$ cat src/scd_pkg.sv
// Purpose: Shared constants and types for the chopping decay controller
// Assumes: 100 MHz clock, 32-bit classic Wishbone register access
// Notes:   Timing counts derive from times held in their own units, except the literal IDLE_RST
//
// Functional notes
// - High style code selects slow decay regulation
// - Low style code selects fast decay regulation
// - Middle or open code selects mixed decay
// - Oscillator rising edge starts charge, new period
// - Charge forced through blanking, comparator ignored
// - Slow: charge until reached, slow to end
// - Fast: charge until reached, fast to end
// - Mixed: record any below-set sample while blanking
// - Mixed below: charge, slow, fast in tail
// - Mixed never below: fast after blanking to end
// - Short turns bridge off, retry after timer
// - Short on retry latches off, asserts fault
// - Standby low alone releases the latched shutdown
// - Hold-reduce pulled low after step idle timeout
// - Next step edge releases hold, restarts timing
// - Idle timeout is capacitor times fixed factor; the code counts the IDLE register value directly in cycles
package scd_pkg;

    localparam int CLK_MHZ      = 100;
    localparam int BLANK_NS     = 1000;
    localparam int BLANK_CYC    = (BLANK_NS * CLK_MHZ + 999) / 1000;
    localparam int TAIL_NS      = 1000;
    localparam int TAIL_CYC     = (TAIL_NS * CLK_MHZ) / 1000;
    localparam int RETRY_US     = 256;
    localparam int RETRY_CYC    = RETRY_US * CLK_MHZ;
    // Tdown = C x 0.4e9 s/F, i.e. 400000 ns for each pF
    localparam int TDOWN_NS_PF  = 400000;
    localparam int CYC_PER_PF   = (TDOWN_NS_PF / 1000) * CLK_MHZ;
    localparam logic [15:0] CAP_PF_RST = 16'h05DC;

    localparam logic [7:0] ADDR_CTRL = 8'h00;
    localparam logic [7:0] ADDR_IDLE = 8'h04;
    localparam logic [7:0] ADDR_STAT = 8'h08;
    localparam logic [7:0] ADDR_IRQS = 8'h0C;
    localparam logic [7:0] ADDR_IRQM = 8'h10;

    localparam int CTRL_EN_BIT  = 0;
    localparam logic [31:0] CTRL_RST = 32'h0000_0001;
    localparam logic [3:0]  IRQM_RST = 4'h0;

    localparam int IRQ_SHORT    = 0;
    localparam int IRQ_LATCH    = 1;
    localparam int IRQ_HOLD     = 2;
    localparam int IRQ_RETRY_OK = 3;
    localparam int IRQ_W        = 4;

    typedef enum logic [1:0] {
        STYLE_MIXED = 2'b00,
        STYLE_SLOW  = 2'b01,
        STYLE_FAST  = 2'b10,
        STYLE_OPEN  = 2'b11
    } scd_style_e;

    typedef enum logic [1:0] {
        PH_CHARGE = 2'b00,
        PH_SLOW   = 2'b01,
        PH_FAST   = 2'b10,
        PH_IDLE   = 2'b11
    } scd_phase_e;

    typedef enum logic [1:0] {
        PROT_RUN   = 2'b00,
        PROT_WAIT  = 2'b01,
        PROT_CHECK = 2'b10,
        PROT_LATCH = 2'b11
    } scd_prot_e;

    typedef struct packed {
        logic en;
        logic charge;
        logic slow;
        logic fast;
    } scd_bridge_s;

    function automatic logic [31:0] tdown_cycles(input logic [15:0] pf);
        tdown_cycles = 32'(pf) * 32'(CYC_PER_PF);
    endfunction

    localparam logic [31:0] IDLE_RST = 32'h0393_8700;

    function automatic logic [31:0] apply_sel(input logic [31:0] old_v,
                                              input logic [31:0] new_v,
                                              input logic [3:0]  sel);
        logic [31:0] r;
        r = old_v;
        for (int i = 0; i < 4; i++) begin
            if (sel[i]) begin
                r[i*8 +: 8] = new_v[i*8 +: 8];
            end
        end
        apply_sel = r;
    endfunction

endpackage

$ cat src/scd_idle_det.sv
// Purpose: Step idle detector driving the hold-current reduce request
// Assumes: step_i synchronous to clk_i
// Notes:   A zero timeout asserts hold one cycle after the last step edge
`timescale 1ns/100ps
module scd_idle_det (
    input  wire logic        clk_i,
    input  wire logic        rst_i,
    input  wire logic        step_i,
    input  wire logic [31:0] timeout_i,
    output logic             hold_o,
    output logic             hold_set_o
);

    logic        step_q;
    logic [31:0] cnt_q;
    logic        step_rise;

    assign step_rise = step_i & ~step_q;

    always_ff @(posedge clk_i) begin
        if (rst_i) begin
            step_q <= 1'b0;
        end else begin
            step_q <= step_i;
        end
    end

    always_ff @(posedge clk_i) begin
        if (rst_i) begin
            cnt_q <= 32'h0000_0000;
        end else if (step_rise) begin
            cnt_q <= 32'h0000_0000;
        end else if (!hold_o && cnt_q < timeout_i) begin
            cnt_q <= cnt_q + 32'h0000_0001;
        end
    end

    always_ff @(posedge clk_i) begin
        if (rst_i) begin
            hold_o     <= 1'b0;
            hold_set_o <= 1'b0;
        end else begin
            hold_set_o <= 1'b0;
            if (step_rise) begin
                hold_o <= 1'b0;
            end else if (!hold_o && cnt_q >= timeout_i) begin
                hold_o     <= 1'b1;
                hold_set_o <= 1'b1;
            end
        end
    end

endmodule

$ cat src/scd_top.sv
// Purpose: Per-period chopping, short protection and idle hold control
// Assumes: All pin inputs synchronous to clk_i; classic Wishbone slave
// Notes:   Mixed tail length uses the previous period's measured length
//
// Added by the designer: register access over Wishbone and the address map.
`timescale 1ns/100ps
module scd_top #(
    parameter int RETRY_CYCLES = scd_pkg::RETRY_CYC
) (
    input  wire logic               clk_i,
    input  wire logic               rst_i,
    input  wire logic               wb_cyc_i,
    input  wire logic               wb_stb_i,
    input  wire logic               wb_we_i,
    input  wire logic [7:0]         wb_adr_i,
    input  wire logic [3:0]         wb_sel_i,
    input  wire logic [31:0]        wb_dat_i,
    output logic [31:0]             wb_dat_o,
    output logic                    wb_ack_o,
    input  wire logic               chop_osc_i,
    input  wire logic [1:0]         decay_select_i,
    input  wire logic               coil_below_i,
    input  wire logic               short_det_i,
    input  wire logic               standby_control_i,
    input  wire logic               step_i,
    output scd_pkg::scd_bridge_s    bridge_o,
    output logic                    fault_output_o,
    output logic                    fault_output_oe_n_o,
    output logic                    hold_reduce_o,
    output logic                    hold_reduce_oe_n_o,
    output logic                    irq_o
);

    // Register state
    logic [31:0]                ctrl_q;
    logic [31:0]                idle_q;
    logic [scd_pkg::IRQ_W-1:0]  irqs_q;
    logic [scd_pkg::IRQ_W-1:0]  irqm_q;

    // Chopping state
    scd_pkg::scd_phase_e        phase_q;
    scd_pkg::scd_style_e        style_q;
    logic                       osc_q;
    logic [15:0]                blank_q;
    logic                       below_seen_q;
    logic [15:0]                per_cnt_q;
    logic [15:0]                prev_len_q;

    // Protection state
    scd_pkg::scd_prot_e         prot_q;
    logic [31:0]                retry_q;

    // Idle detector
    logic                       hold;
    logic                       hold_set;

    logic                       bus_req;
    logic                       wr_en;
    logic                       rd_en;
    logic                       period_start;
    logic                       blanking;
    logic                       in_tail;
    logic                       outputs_on;
    logic                       chop_en;
    logic [scd_pkg::IRQ_W-1:0]  irq_evt;
    logic [31:0]                stat_word;

    assign bus_req      = wb_cyc_i & wb_stb_i & ~wb_ack_o;
    assign wr_en        = bus_req & wb_we_i;
    assign rd_en        = bus_req & ~wb_we_i;
    assign period_start = chop_osc_i & ~osc_q;
    assign blanking     = blank_q < 16'(scd_pkg::BLANK_CYC);
    assign in_tail      = prev_len_q > 16'(scd_pkg::TAIL_CYC) &&
                          per_cnt_q >=
                          prev_len_q - 16'(scd_pkg::TAIL_CYC);
    assign outputs_on   = prot_q == scd_pkg::PROT_RUN ||
                          prot_q == scd_pkg::PROT_CHECK;
    assign chop_en      = ctrl_q[scd_pkg::CTRL_EN_BIT];

    scd_idle_det u_idle (
        .clk_i      (clk_i),
        .rst_i      (rst_i),
        .step_i     (step_i),
        .timeout_i  (idle_q),
        .hold_o     (hold),
        .hold_set_o (hold_set)
    );

    // Wishbone slave: one wait state, ack for every address
    always_ff @(posedge clk_i) begin
        if (rst_i) begin
            wb_ack_o <= 1'b0;
        end else begin
            wb_ack_o <= bus_req;
        end
    end

    always_ff @(posedge clk_i) begin
        if (rst_i) begin
            ctrl_q <= scd_pkg::CTRL_RST;
            idle_q <= scd_pkg::IDLE_RST;
            irqm_q <= scd_pkg::IRQM_RST;
        end else if (wr_en) begin
            unique case (wb_adr_i)
                scd_pkg::ADDR_CTRL: begin
                    ctrl_q <= scd_pkg::apply_sel(ctrl_q, wb_dat_i,
                                                 wb_sel_i) & 32'h0000_0001;
                end
                scd_pkg::ADDR_IDLE: begin
                    idle_q <= scd_pkg::apply_sel(idle_q, wb_dat_i,
                                                 wb_sel_i);
                end
                scd_pkg::ADDR_IRQM: begin
                    if (wb_sel_i[0]) begin
                        irqm_q <= wb_dat_i[scd_pkg::IRQ_W-1:0];
                    end
                end
                default: begin
                    ctrl_q <= ctrl_q;
                end
            endcase
        end
    end

    assign stat_word = {20'h0_0000,
                        hold, prot_q, below_seen_q,
                        style_q, phase_q, 4'h0};

    always_ff @(posedge clk_i) begin
        if (rst_i) begin
            wb_dat_o <= 32'h0000_0000;
        end else if (rd_en) begin
            unique case (wb_adr_i)
                scd_pkg::ADDR_CTRL: wb_dat_o <= ctrl_q;
                scd_pkg::ADDR_IDLE: wb_dat_o <= idle_q;
                scd_pkg::ADDR_STAT: wb_dat_o <= stat_word;
                scd_pkg::ADDR_IRQS: wb_dat_o <= 32'(irqs_q);
                scd_pkg::ADDR_IRQM: wb_dat_o <= 32'(irqm_q);
                default:            wb_dat_o <= 32'h0000_0000;
            endcase
        end
    end

    // Sticky events; a new event in the read cycle survives the clear
    always_comb begin
        irq_evt = '0;
        irq_evt[scd_pkg::IRQ_SHORT] = prot_q == scd_pkg::PROT_RUN &&
                                      short_det_i;
        irq_evt[scd_pkg::IRQ_LATCH] = prot_q == scd_pkg::PROT_CHECK &&
                                      short_det_i;
        irq_evt[scd_pkg::IRQ_RETRY_OK] = prot_q == scd_pkg::PROT_CHECK &&
                                         !short_det_i;
        irq_evt[scd_pkg::IRQ_HOLD]  = hold_set;
    end

    always_ff @(posedge clk_i) begin
        if (rst_i) begin
            irqs_q <= '0;
        end else if (rd_en && wb_adr_i == scd_pkg::ADDR_IRQS) begin
            irqs_q <= irq_evt;
        end else begin
            irqs_q <= irqs_q | irq_evt;
        end
    end

    always_ff @(posedge clk_i) begin
        if (rst_i) begin
            irq_o <= 1'b0;
        end else begin
            irq_o <= |((irqs_q | irq_evt) & irqm_q);
        end
    end

    // Oscillator edge and period measurement
    always_ff @(posedge clk_i) begin
        if (rst_i) begin
            osc_q      <= 1'b0;
            per_cnt_q  <= 16'h0000;
            prev_len_q <= 16'h0000;
        end else begin
            osc_q <= chop_osc_i;
            if (period_start) begin
                per_cnt_q  <= 16'h0000;
                prev_len_q <= per_cnt_q;
            end else if (per_cnt_q != 16'hFFFF) begin
                per_cnt_q <= per_cnt_q + 16'h0001;
            end
        end
    end

    // Style only changes at a period boundary
    always_ff @(posedge clk_i) begin
        if (rst_i) begin
            style_q <= scd_pkg::STYLE_MIXED;
        end else if (period_start) begin
            style_q <= scd_pkg::scd_style_e'(decay_select_i);
        end
    end

    // Blanking timer and below-set record
    always_ff @(posedge clk_i) begin
        if (rst_i) begin
            blank_q      <= 16'(scd_pkg::BLANK_CYC);
            below_seen_q <= 1'b0;
        end else if (period_start) begin
            blank_q      <= 16'h0001;
            below_seen_q <= coil_below_i;
        end else if (blanking) begin
            blank_q      <= blank_q + 16'h0001;
            below_seen_q <= below_seen_q | coil_below_i;
        end
    end

    // Phase sequencer
    always_ff @(posedge clk_i) begin
        if (rst_i) begin
            phase_q <= scd_pkg::PH_IDLE;
        end else if (!chop_en || !outputs_on) begin
            phase_q <= scd_pkg::PH_IDLE;
        end else if (period_start) begin
            phase_q <= scd_pkg::PH_CHARGE;
        end else if (prot_q == scd_pkg::PROT_CHECK &&
                     phase_q == scd_pkg::PH_IDLE) begin
            // Retry must drive the bridge or a short is never seen
            phase_q <= scd_pkg::PH_CHARGE;
        end else begin
            unique case (phase_q)
                scd_pkg::PH_CHARGE: begin
                    if (blanking) begin
                        phase_q <= scd_pkg::PH_CHARGE;
                    end else begin
                        unique case (style_q)
                            scd_pkg::STYLE_SLOW: begin
                                if (!coil_below_i) begin
                                    phase_q <= scd_pkg::PH_SLOW;
                                end
                            end
                            scd_pkg::STYLE_FAST: begin
                                if (!coil_below_i) begin
                                    phase_q <= scd_pkg::PH_FAST;
                                end
                            end
                            scd_pkg::STYLE_MIXED,
                            scd_pkg::STYLE_OPEN: begin
                                if (!below_seen_q) begin
                                    phase_q <= scd_pkg::PH_FAST;
                                end else if (!coil_below_i) begin
                                    phase_q <= in_tail ?
                                               scd_pkg::PH_FAST :
                                               scd_pkg::PH_SLOW;
                                end
                            end
                        endcase
                    end
                end
                scd_pkg::PH_SLOW: begin
                    // Mixed adds a fast tail to pull ripple back down
                    if (style_q != scd_pkg::STYLE_SLOW &&
                        style_q != scd_pkg::STYLE_FAST && in_tail) begin
                        phase_q <= scd_pkg::PH_FAST;
                    end
                end
                scd_pkg::PH_FAST: begin
                    phase_q <= scd_pkg::PH_FAST;
                end
                scd_pkg::PH_IDLE: begin
                    // Wait for the next period start after a stop
                    phase_q <= scd_pkg::PH_IDLE;
                end
            endcase
        end
    end

    // Short protection with one retry, then latched shutdown
    always_ff @(posedge clk_i) begin
        if (rst_i) begin
            prot_q  <= scd_pkg::PROT_RUN;
            retry_q <= 32'h0000_0000;
        end else begin
            unique case (prot_q)
                scd_pkg::PROT_RUN: begin
                    if (short_det_i) begin
                        prot_q  <= scd_pkg::PROT_WAIT;
                        retry_q <= 32'h0000_0000;
                    end
                end
                scd_pkg::PROT_WAIT: begin
                    if (retry_q >= 32'(RETRY_CYCLES - 1)) begin
                        prot_q <= scd_pkg::PROT_CHECK;
                    end else begin
                        retry_q <= retry_q + 32'h0000_0001;
                    end
                end
                scd_pkg::PROT_CHECK: begin
                    // One look after re-enable decides latch or run
                    if (short_det_i) begin
                        prot_q <= scd_pkg::PROT_LATCH;
                    end else begin
                        prot_q <= scd_pkg::PROT_RUN;
                    end
                end
                scd_pkg::PROT_LATCH: begin
                    if (!standby_control_i) begin
                        prot_q <= scd_pkg::PROT_RUN;
                    end
                end
            endcase
        end
    end

    // Registered pin drive; open-drain pins only ever pull low
    always_ff @(posedge clk_i) begin
        if (rst_i) begin
            bridge_o            <= '0;
            fault_output_o      <= 1'b0;
            fault_output_oe_n_o <= 1'b1;
            hold_reduce_o       <= 1'b0;
            hold_reduce_oe_n_o  <= 1'b1;
        end else begin
            bridge_o.en     <= outputs_on && phase_q != scd_pkg::PH_IDLE;
            bridge_o.charge <= outputs_on && phase_q == scd_pkg::PH_CHARGE;
            bridge_o.slow   <= outputs_on && phase_q == scd_pkg::PH_SLOW;
            bridge_o.fast   <= outputs_on && phase_q == scd_pkg::PH_FAST;
            fault_output_o  <= 1'b0;
            fault_output_oe_n_o <= prot_q != scd_pkg::PROT_LATCH;
            hold_reduce_o       <= 1'b0;
            hold_reduce_oe_n_o  <= !hold;
        end
    end

endmodule

$ cat config.mk
export PLATFORM = sky130hd
export DESIGN_NAME = scd_top
export DESIGN_NICKNAME = d
export VERILOG_FILES = /design/src/scd_pkg.sv /design/src/scd_idle_det.sv /design/src/scd_top.sv
export SDC_FILE = /design/constraint.sdc
export NUM_CORES = 1
export LEC_CHECK = 0
export BUFFER_PORTS_ARGS = -buffer_cell sky130_fd_sc_hd__buf_2
export CAP_MARGIN = 20
export CELL_PAD_IN_SITES_DETAIL_PLACEMENT = 0
export CELL_PAD_IN_SITES_GLOBAL_PLACEMENT = 1
export CORE_UTILIZATION = 41
export DETAILED_ROUTE_END_ITERATION = 16
export GPL_ROUTABILITY_DRIVEN = 0
export GPL_TIMING_DRIVEN = 0
export PLACE_DENSITY_LB_ADDON = 0.1
export RECOVER_POWER = 50
export SLEW_MARGIN = 40
export SYNTH_ARGS = -nofsm -noshare
export SYNTH_HDL_FRONTEND = slang
export SYNTH_SLANG_ARGS = --single-unit
$ cat constraint.sdc
create_clock -name clk_i -period 2.6 [get_ports clk_i]
set_input_delay 0.52 -clock clk_i [delete_from_list [all_inputs] [get_ports clk_i]]
set_output_delay 0.52 -clock clk_i [all_outputs]
set_load 0.05 [all_outputs]
==> metrics.log <==
INFO  metric run_status = completed
INFO  metric nets = 1415
INFO  metric ys.warnings.count = 0
INFO  metric grt_peak_use_layer = met2
INFO  metric clock_tree.buffer_depth = 3
INFO  metric worst_setup_path_type = reg -> reg
INFO  metric die_area = 24570 um^2
INFO  metric arrival = 3010 ps
INFO  metric clock_tree_from_tritoncts = done
INFO  metric setup-violations-final = 0
INFO  metric die_h = 156.7 um
INFO  metric die_width = 156.7 um
INFO  metric route.detailed.vias_per_inst = 5.337
INFO  metric synth_async_sr_flop_share = 0%
INFO  metric timing.critical_path.slowest_cell_delay = 510 ps
INFO  metric power.leakage = 4.579 nW
INFO  metric timing.rr.start = idle_q[17]$_SDFFE_PP1P_
INFO  metric synth.lib_cells_used.distinct = 63
INFO  metric maxClockFrequency = 0.3879 GHz
INFO  metric detailed_place.area = 10700 um^2
INFO  metric worst_setup_path_endpoint = u_idle.cnt_q[7]$_SDFFE_PP0P_
INFO  metric routed_wirelength = 28690 um
INFO  metric timing.critical_path.buf_inv = 3
INFO  metric crit-reg2reg-capture = u_idle.cnt_q[7]$_SDFFE_PP0P_
INFO  metric worstSkewPairLatency = 520 ps
INFO  metric synth-edff-count = 0
INFO  metric areaGrowthSynthToFinish = 24.36%
INFO  metric crit_path_end_kind = register
INFO  metric start_kind = register
INFO  metric path_cells = inv_1 > ha_4 > a21oi_2 > o21ai_1 > a221oi_2 > buf_4 > nand3b_1 > buf_6 > or4_1 > a21oi_1
INFO  metric postSynth.topFlopCell = sky130_fd_sc_hd__dfxtp_1
INFO  metric num_io_pins = 98
INFO  metric final_hold_viol_count = 0
INFO  metric grtUsageMet3 = 2.935%
INFO  metric slew_headroom = 47.45%
INFO  metric numClockSinks = 204
INFO  metric power_switching = 0.001624 W
INFO  metric synthDominantAreaCellType = sky130_fd_sc_hd__dfxtp_1
INFO  metric design.core.area = 23470 um^2
INFO  metric num-fill-cells = 2303
INFO  metric start_util = 41.82%
INFO  metric post-route-min-period = 2578 ps
INFO  metric cts_root_buffer = sky130_fd_sc_hd__clkbuf_16
INFO  metric fraction_of_power_consumed_by_the_clock_network = 49.0%
INFO  metric grt-ovfl-total = 0
INFO  metric drt-pass1-iter-count = 5
INFO  metric cell_pwr_density = 572.9 nW/um^2
INFO  metric netlist.area_leader.share = 41.60%
INFO  metric netlist_area = 9817 um^2
INFO  metric critPathMaxFanout = 5
INFO  metric drc = 0
INFO  metric grt_max_degree = 13
INFO  metric timing.reg2reg.setup_slack = 20 ps
INFO  metric cts.htree.levels = 1
INFO  metric dr.first_iter.drc_count = 505
INFO  metric worstHoldPathCells = 2
INFO  metric netlist_instances = 1151
INFO  metric timing.critical_path.from = idle_q[17]$_SDFFE_PP1P_
INFO  metric timing_max_transition_violations_final = 0
INFO  metric n_antenna_cell = 0
INFO  metric multi_input_area = 5660 um^2
INFO  metric rsz_0062_raised_after_global_routing = true
INFO  metric grt.met1_usage = 31.75%
INFO  metric critical_path_cell_count = 10
INFO  metric worst_slew_pin_slew = 788.3 ps
INFO  metric core.rowCount = 56
INFO  metric max-cap-violations = 0
INFO  metric area.sequential = 4145 um^2
INFO  metric min-delay-path-class = in -> reg
INFO  metric power.internal = 0.005369 W
INFO  metric grt_pass1_vias = 7968
INFO  metric final.setup_skew = 13.25 ps
INFO  metric power.share.sequential = 45.5%
INFO  metric fin_crit_sh = 99.15%
INFO  metric ant_nets = 0
INFO  metric port-buffer-count = 94
INFO  metric cpMaxStageDelayCell = sky130_fd_sc_hd__or4_1
INFO  metric max-vdd-ir-drop = 0.3840 mV
INFO  metric synth_seq_cells = 204
INFO  metric timing.reg2reg.worst_path_depth = 10
INFO  metric mostFrequentLayoutCells = 169 x sky130_fd_sc_hd__dfxtp_1, 108 x sky130_fd_sc_hd__nor2_1, 107 x sky130_fd_sc_hd__nand2_1
INFO  metric dp.final_hpwl = 21160 um
INFO  metric clkSlewWorstSetupHoldPaths = 60 ps
INFO  metric synth_area_per_cell = 8.529 um^2
INFO  metric antenna_violations_before_repair = 0
INFO  metric synth-seq-area-share = 41.60%
INFO  metric final_area = 12210 um^2
INFO  metric tritoncts.num_buffers = 24
INFO  metric worst_ep_required_time = 3030 ps
INFO  metric grt_util_met2 = 37.08%
INFO  metric hold_slack = 211.5 ps
INFO  metric share_of_total_power_consumed_by_net_switching = 23.22%
INFO  metric netlist_top_cells_area = sky130_fd_sc_hd__dfxtp_1 42%, sky130_fd_sc_hd__ha_1 7.3%, sky130_fd_sc_hd__a21oi_1 5.4%
INFO  metric grt_pass1_wl = 43910 um
INFO  metric final_common_cell = sky130_fd_sc_hd__dfxtp_1
INFO  metric route.detailed.wl_per_inst = 17.50 um
INFO  metric grt_use_total = 22.91%
INFO  metric final_layout_size_suffix_gt1_share = 17.95%
INFO  metric detailroute.via_count = 8748
INFO  metric combPwrFrac = 5.5%
INFO  metric worst_path_top_cell_family_by_delay = simple AND/OR/NAND/NOR gates
==> cell type report <==
| type | count | area share [%] |
|---|---|---|
| buffer | 63 | 2.542 |
| clock buffer | 34 | 5.811 |
| clock inverter | 10 | 0.8404 |
| inverter | 52 | 1.619 |
| multi-input combinational | 832 | 46.37 |
| sequential | 204 | 33.96 |
| tap | 319 | 3.269 |
| timing repair buffer | 125 | 5.596 |
==> per-layer routing <==
metal	vias to the layer above	wire length, um
met1	4127	13850
met5	-	0
met2	130	13280
met3	50	910
li1	4441	-
met4	0	641
==> per-stage QoR <==
step | setup slack (ps) | cells | total power, W | TNS [ps] | utilization [%]
floorplan | 85.01 | 1152 | 0.003486 | 0 | -
global placement | -847.0 | 1565 | 0.003636 | -48250 | 45.54
detailed placement | -709.0 | 1565 | 0.003638 | -41440 | 45.60
CTS | 2.213 | 1623 | 0.007078 | 0 | 50.07
global route | -82.00 | 1639 | 0.007225 | -1248 | 52.01
finish | 22.12 | 1639 | 0.006994 | 0 | 52.01
==> worst min path at each step <==
stage                                          start                             to  slack (ps)
after floorplan           u_idle.hold_o$_SDFFE_PP0P_  hold_reduce_oe_n_o$_SDFF_PP1_         410
after global placement     wb_dat_o[13]$_SDFFE_PP0P_      wb_dat_o[13]$_SDFFE_PP0P_         440
after detailed placement   wb_dat_o[31]$_SDFFE_PP0P_      wb_dat_o[31]$_SDFFE_PP0P_         440
after CTS                               wb_dat_i[25]        idle_q[25]$_SDFFE_PP1P_         190
after global routing                    wb_dat_i[17]        idle_q[17]$_SDFFE_PP1P_         210
final                                   wb_dat_i[25]        idle_q[25]$_SDFFE_PP1P_         210
==> power by group through the flow <==
stage	clock (W)	combinational [W]	sequential, W
after floorplan	0	0.000218	0.00327
after global placement	0	0.000377	0.00326
after detailed placement	0	0.000379	0.00326
after CTS	0.00351	0.000382	0.00319
after global routing	0.00361	0.000423	0.00319
final	0.00343	0.000382	0.00318
==> kinds of logic (layout without fill, tap and decap cells) <==
family | after synthesis | in the layout | share of synthesized area (%)
AOI/OAI and AO/OA | 242 | 242 | 15.92
xor gates and xnor gates | 36 | 36 | 3.212
buffers and inverters | 116 | 284 | 4.588
adders and majority gates | 57 | 57 | 7.265
and+or+nand+nor | 461 | 461 | 23.91
muxes | 34 | 34 | 3.467
other | 1 | 2 | 0.03820
DFF | 204 | 204 | 41.60
==> synthesized netlist by cell type (2+ instances only) <==
library cell / number
sky130_fd_sc_hd__o21bai_1: 2
sky130_fd_sc_hd__o31a_1: 3
sky130_fd_sc_hd__o21a_1: 5
sky130_fd_sc_hd__and2_1: 34
sky130_fd_sc_hd__nand2b_1: 9
sky130_fd_sc_hd__nand3b_1: 5
sky130_fd_sc_hd__nor3_1: 16
sky130_fd_sc_hd__a22oi_1: 13
sky130_fd_sc_hd__ha_1: 57
sky130_fd_sc_hd__nor3b_1: 4
sky130_fd_sc_hd__nor2b_1: 7
sky130_fd_sc_hd__a211o_1: 11
sky130_fd_sc_hd__o211ai_1: 4
sky130_fd_sc_hd__o21ai_0: 23
sky130_fd_sc_hd__dfxtp_1: 204
sky130_fd_sc_hd__buf_2: 6
sky130_fd_sc_hd__or3_1: 3
sky130_fd_sc_hd__a21oi_1: 105
sky130_fd_sc_hd__nand3_1: 58
sky130_fd_sc_hd__xor2_1: 24
sky130_fd_sc_hd__mux2i_1: 34
sky130_fd_sc_hd__nand2_1: 107
sky130_fd_sc_hd__a211oi_1: 3
sky130_fd_sc_hd__o2111ai_1: 5
sky130_fd_sc_hd__xnor2_1: 12
sky130_fd_sc_hd__buf_4: 2
sky130_fd_sc_hd__inv_1: 52
sky130_fd_sc_hd__a311oi_1: 2
sky130_fd_sc_hd__o31ai_1: 32
sky130_fd_sc_hd__clkbuf_1: 49
sky130_fd_sc_hd__and3b_1: 3
sky130_fd_sc_hd__buf_1: 7
sky130_fd_sc_hd__nand4_1: 32
sky130_fd_sc_hd__nor2_1: 110
sky130_fd_sc_hd__a21o_1: 7
sky130_fd_sc_hd__and4_1: 9
sky130_fd_sc_hd__and3_1: 15
sky130_fd_sc_hd__or4_1: 30
sky130_fd_sc_hd__nor4_1: 12
sky130_fd_sc_hd__a22o_1: 8
sky130_fd_sc_hd__a31oi_1: 5
==> state kept, by name, summed over array words and instances, names as in the netlist, 2 cells and up <==
| register | count |
|---|---|
| prev_len_q | 16 |
| prot_q | 2 |
| style_q | 2 |
| phase_q | 2 |
| per_cnt_q | 16 |
| irqm_q | 4 |
| blank_q | 16 |
| idle_q | 32 |
| bridge_o | 4 |
| wb_dat_o | 32 |
| u_idle.cnt_q | 32 |
| irqs_q | 4 |
| retry_q | 32 |
==> what timing repair did <==
item                                    in CTS  in global routing
hold endpoints to repair                     0                  0
gates cloned                                 0                  2
pin swaps                                   17                 31
setup buffers                               15                 14
hold buffers                                 0                  0
resized for setup                           44                105
endpoints found under the setup margin      53                 39
No activity file was read; power rests on OpenSTA's default activity.
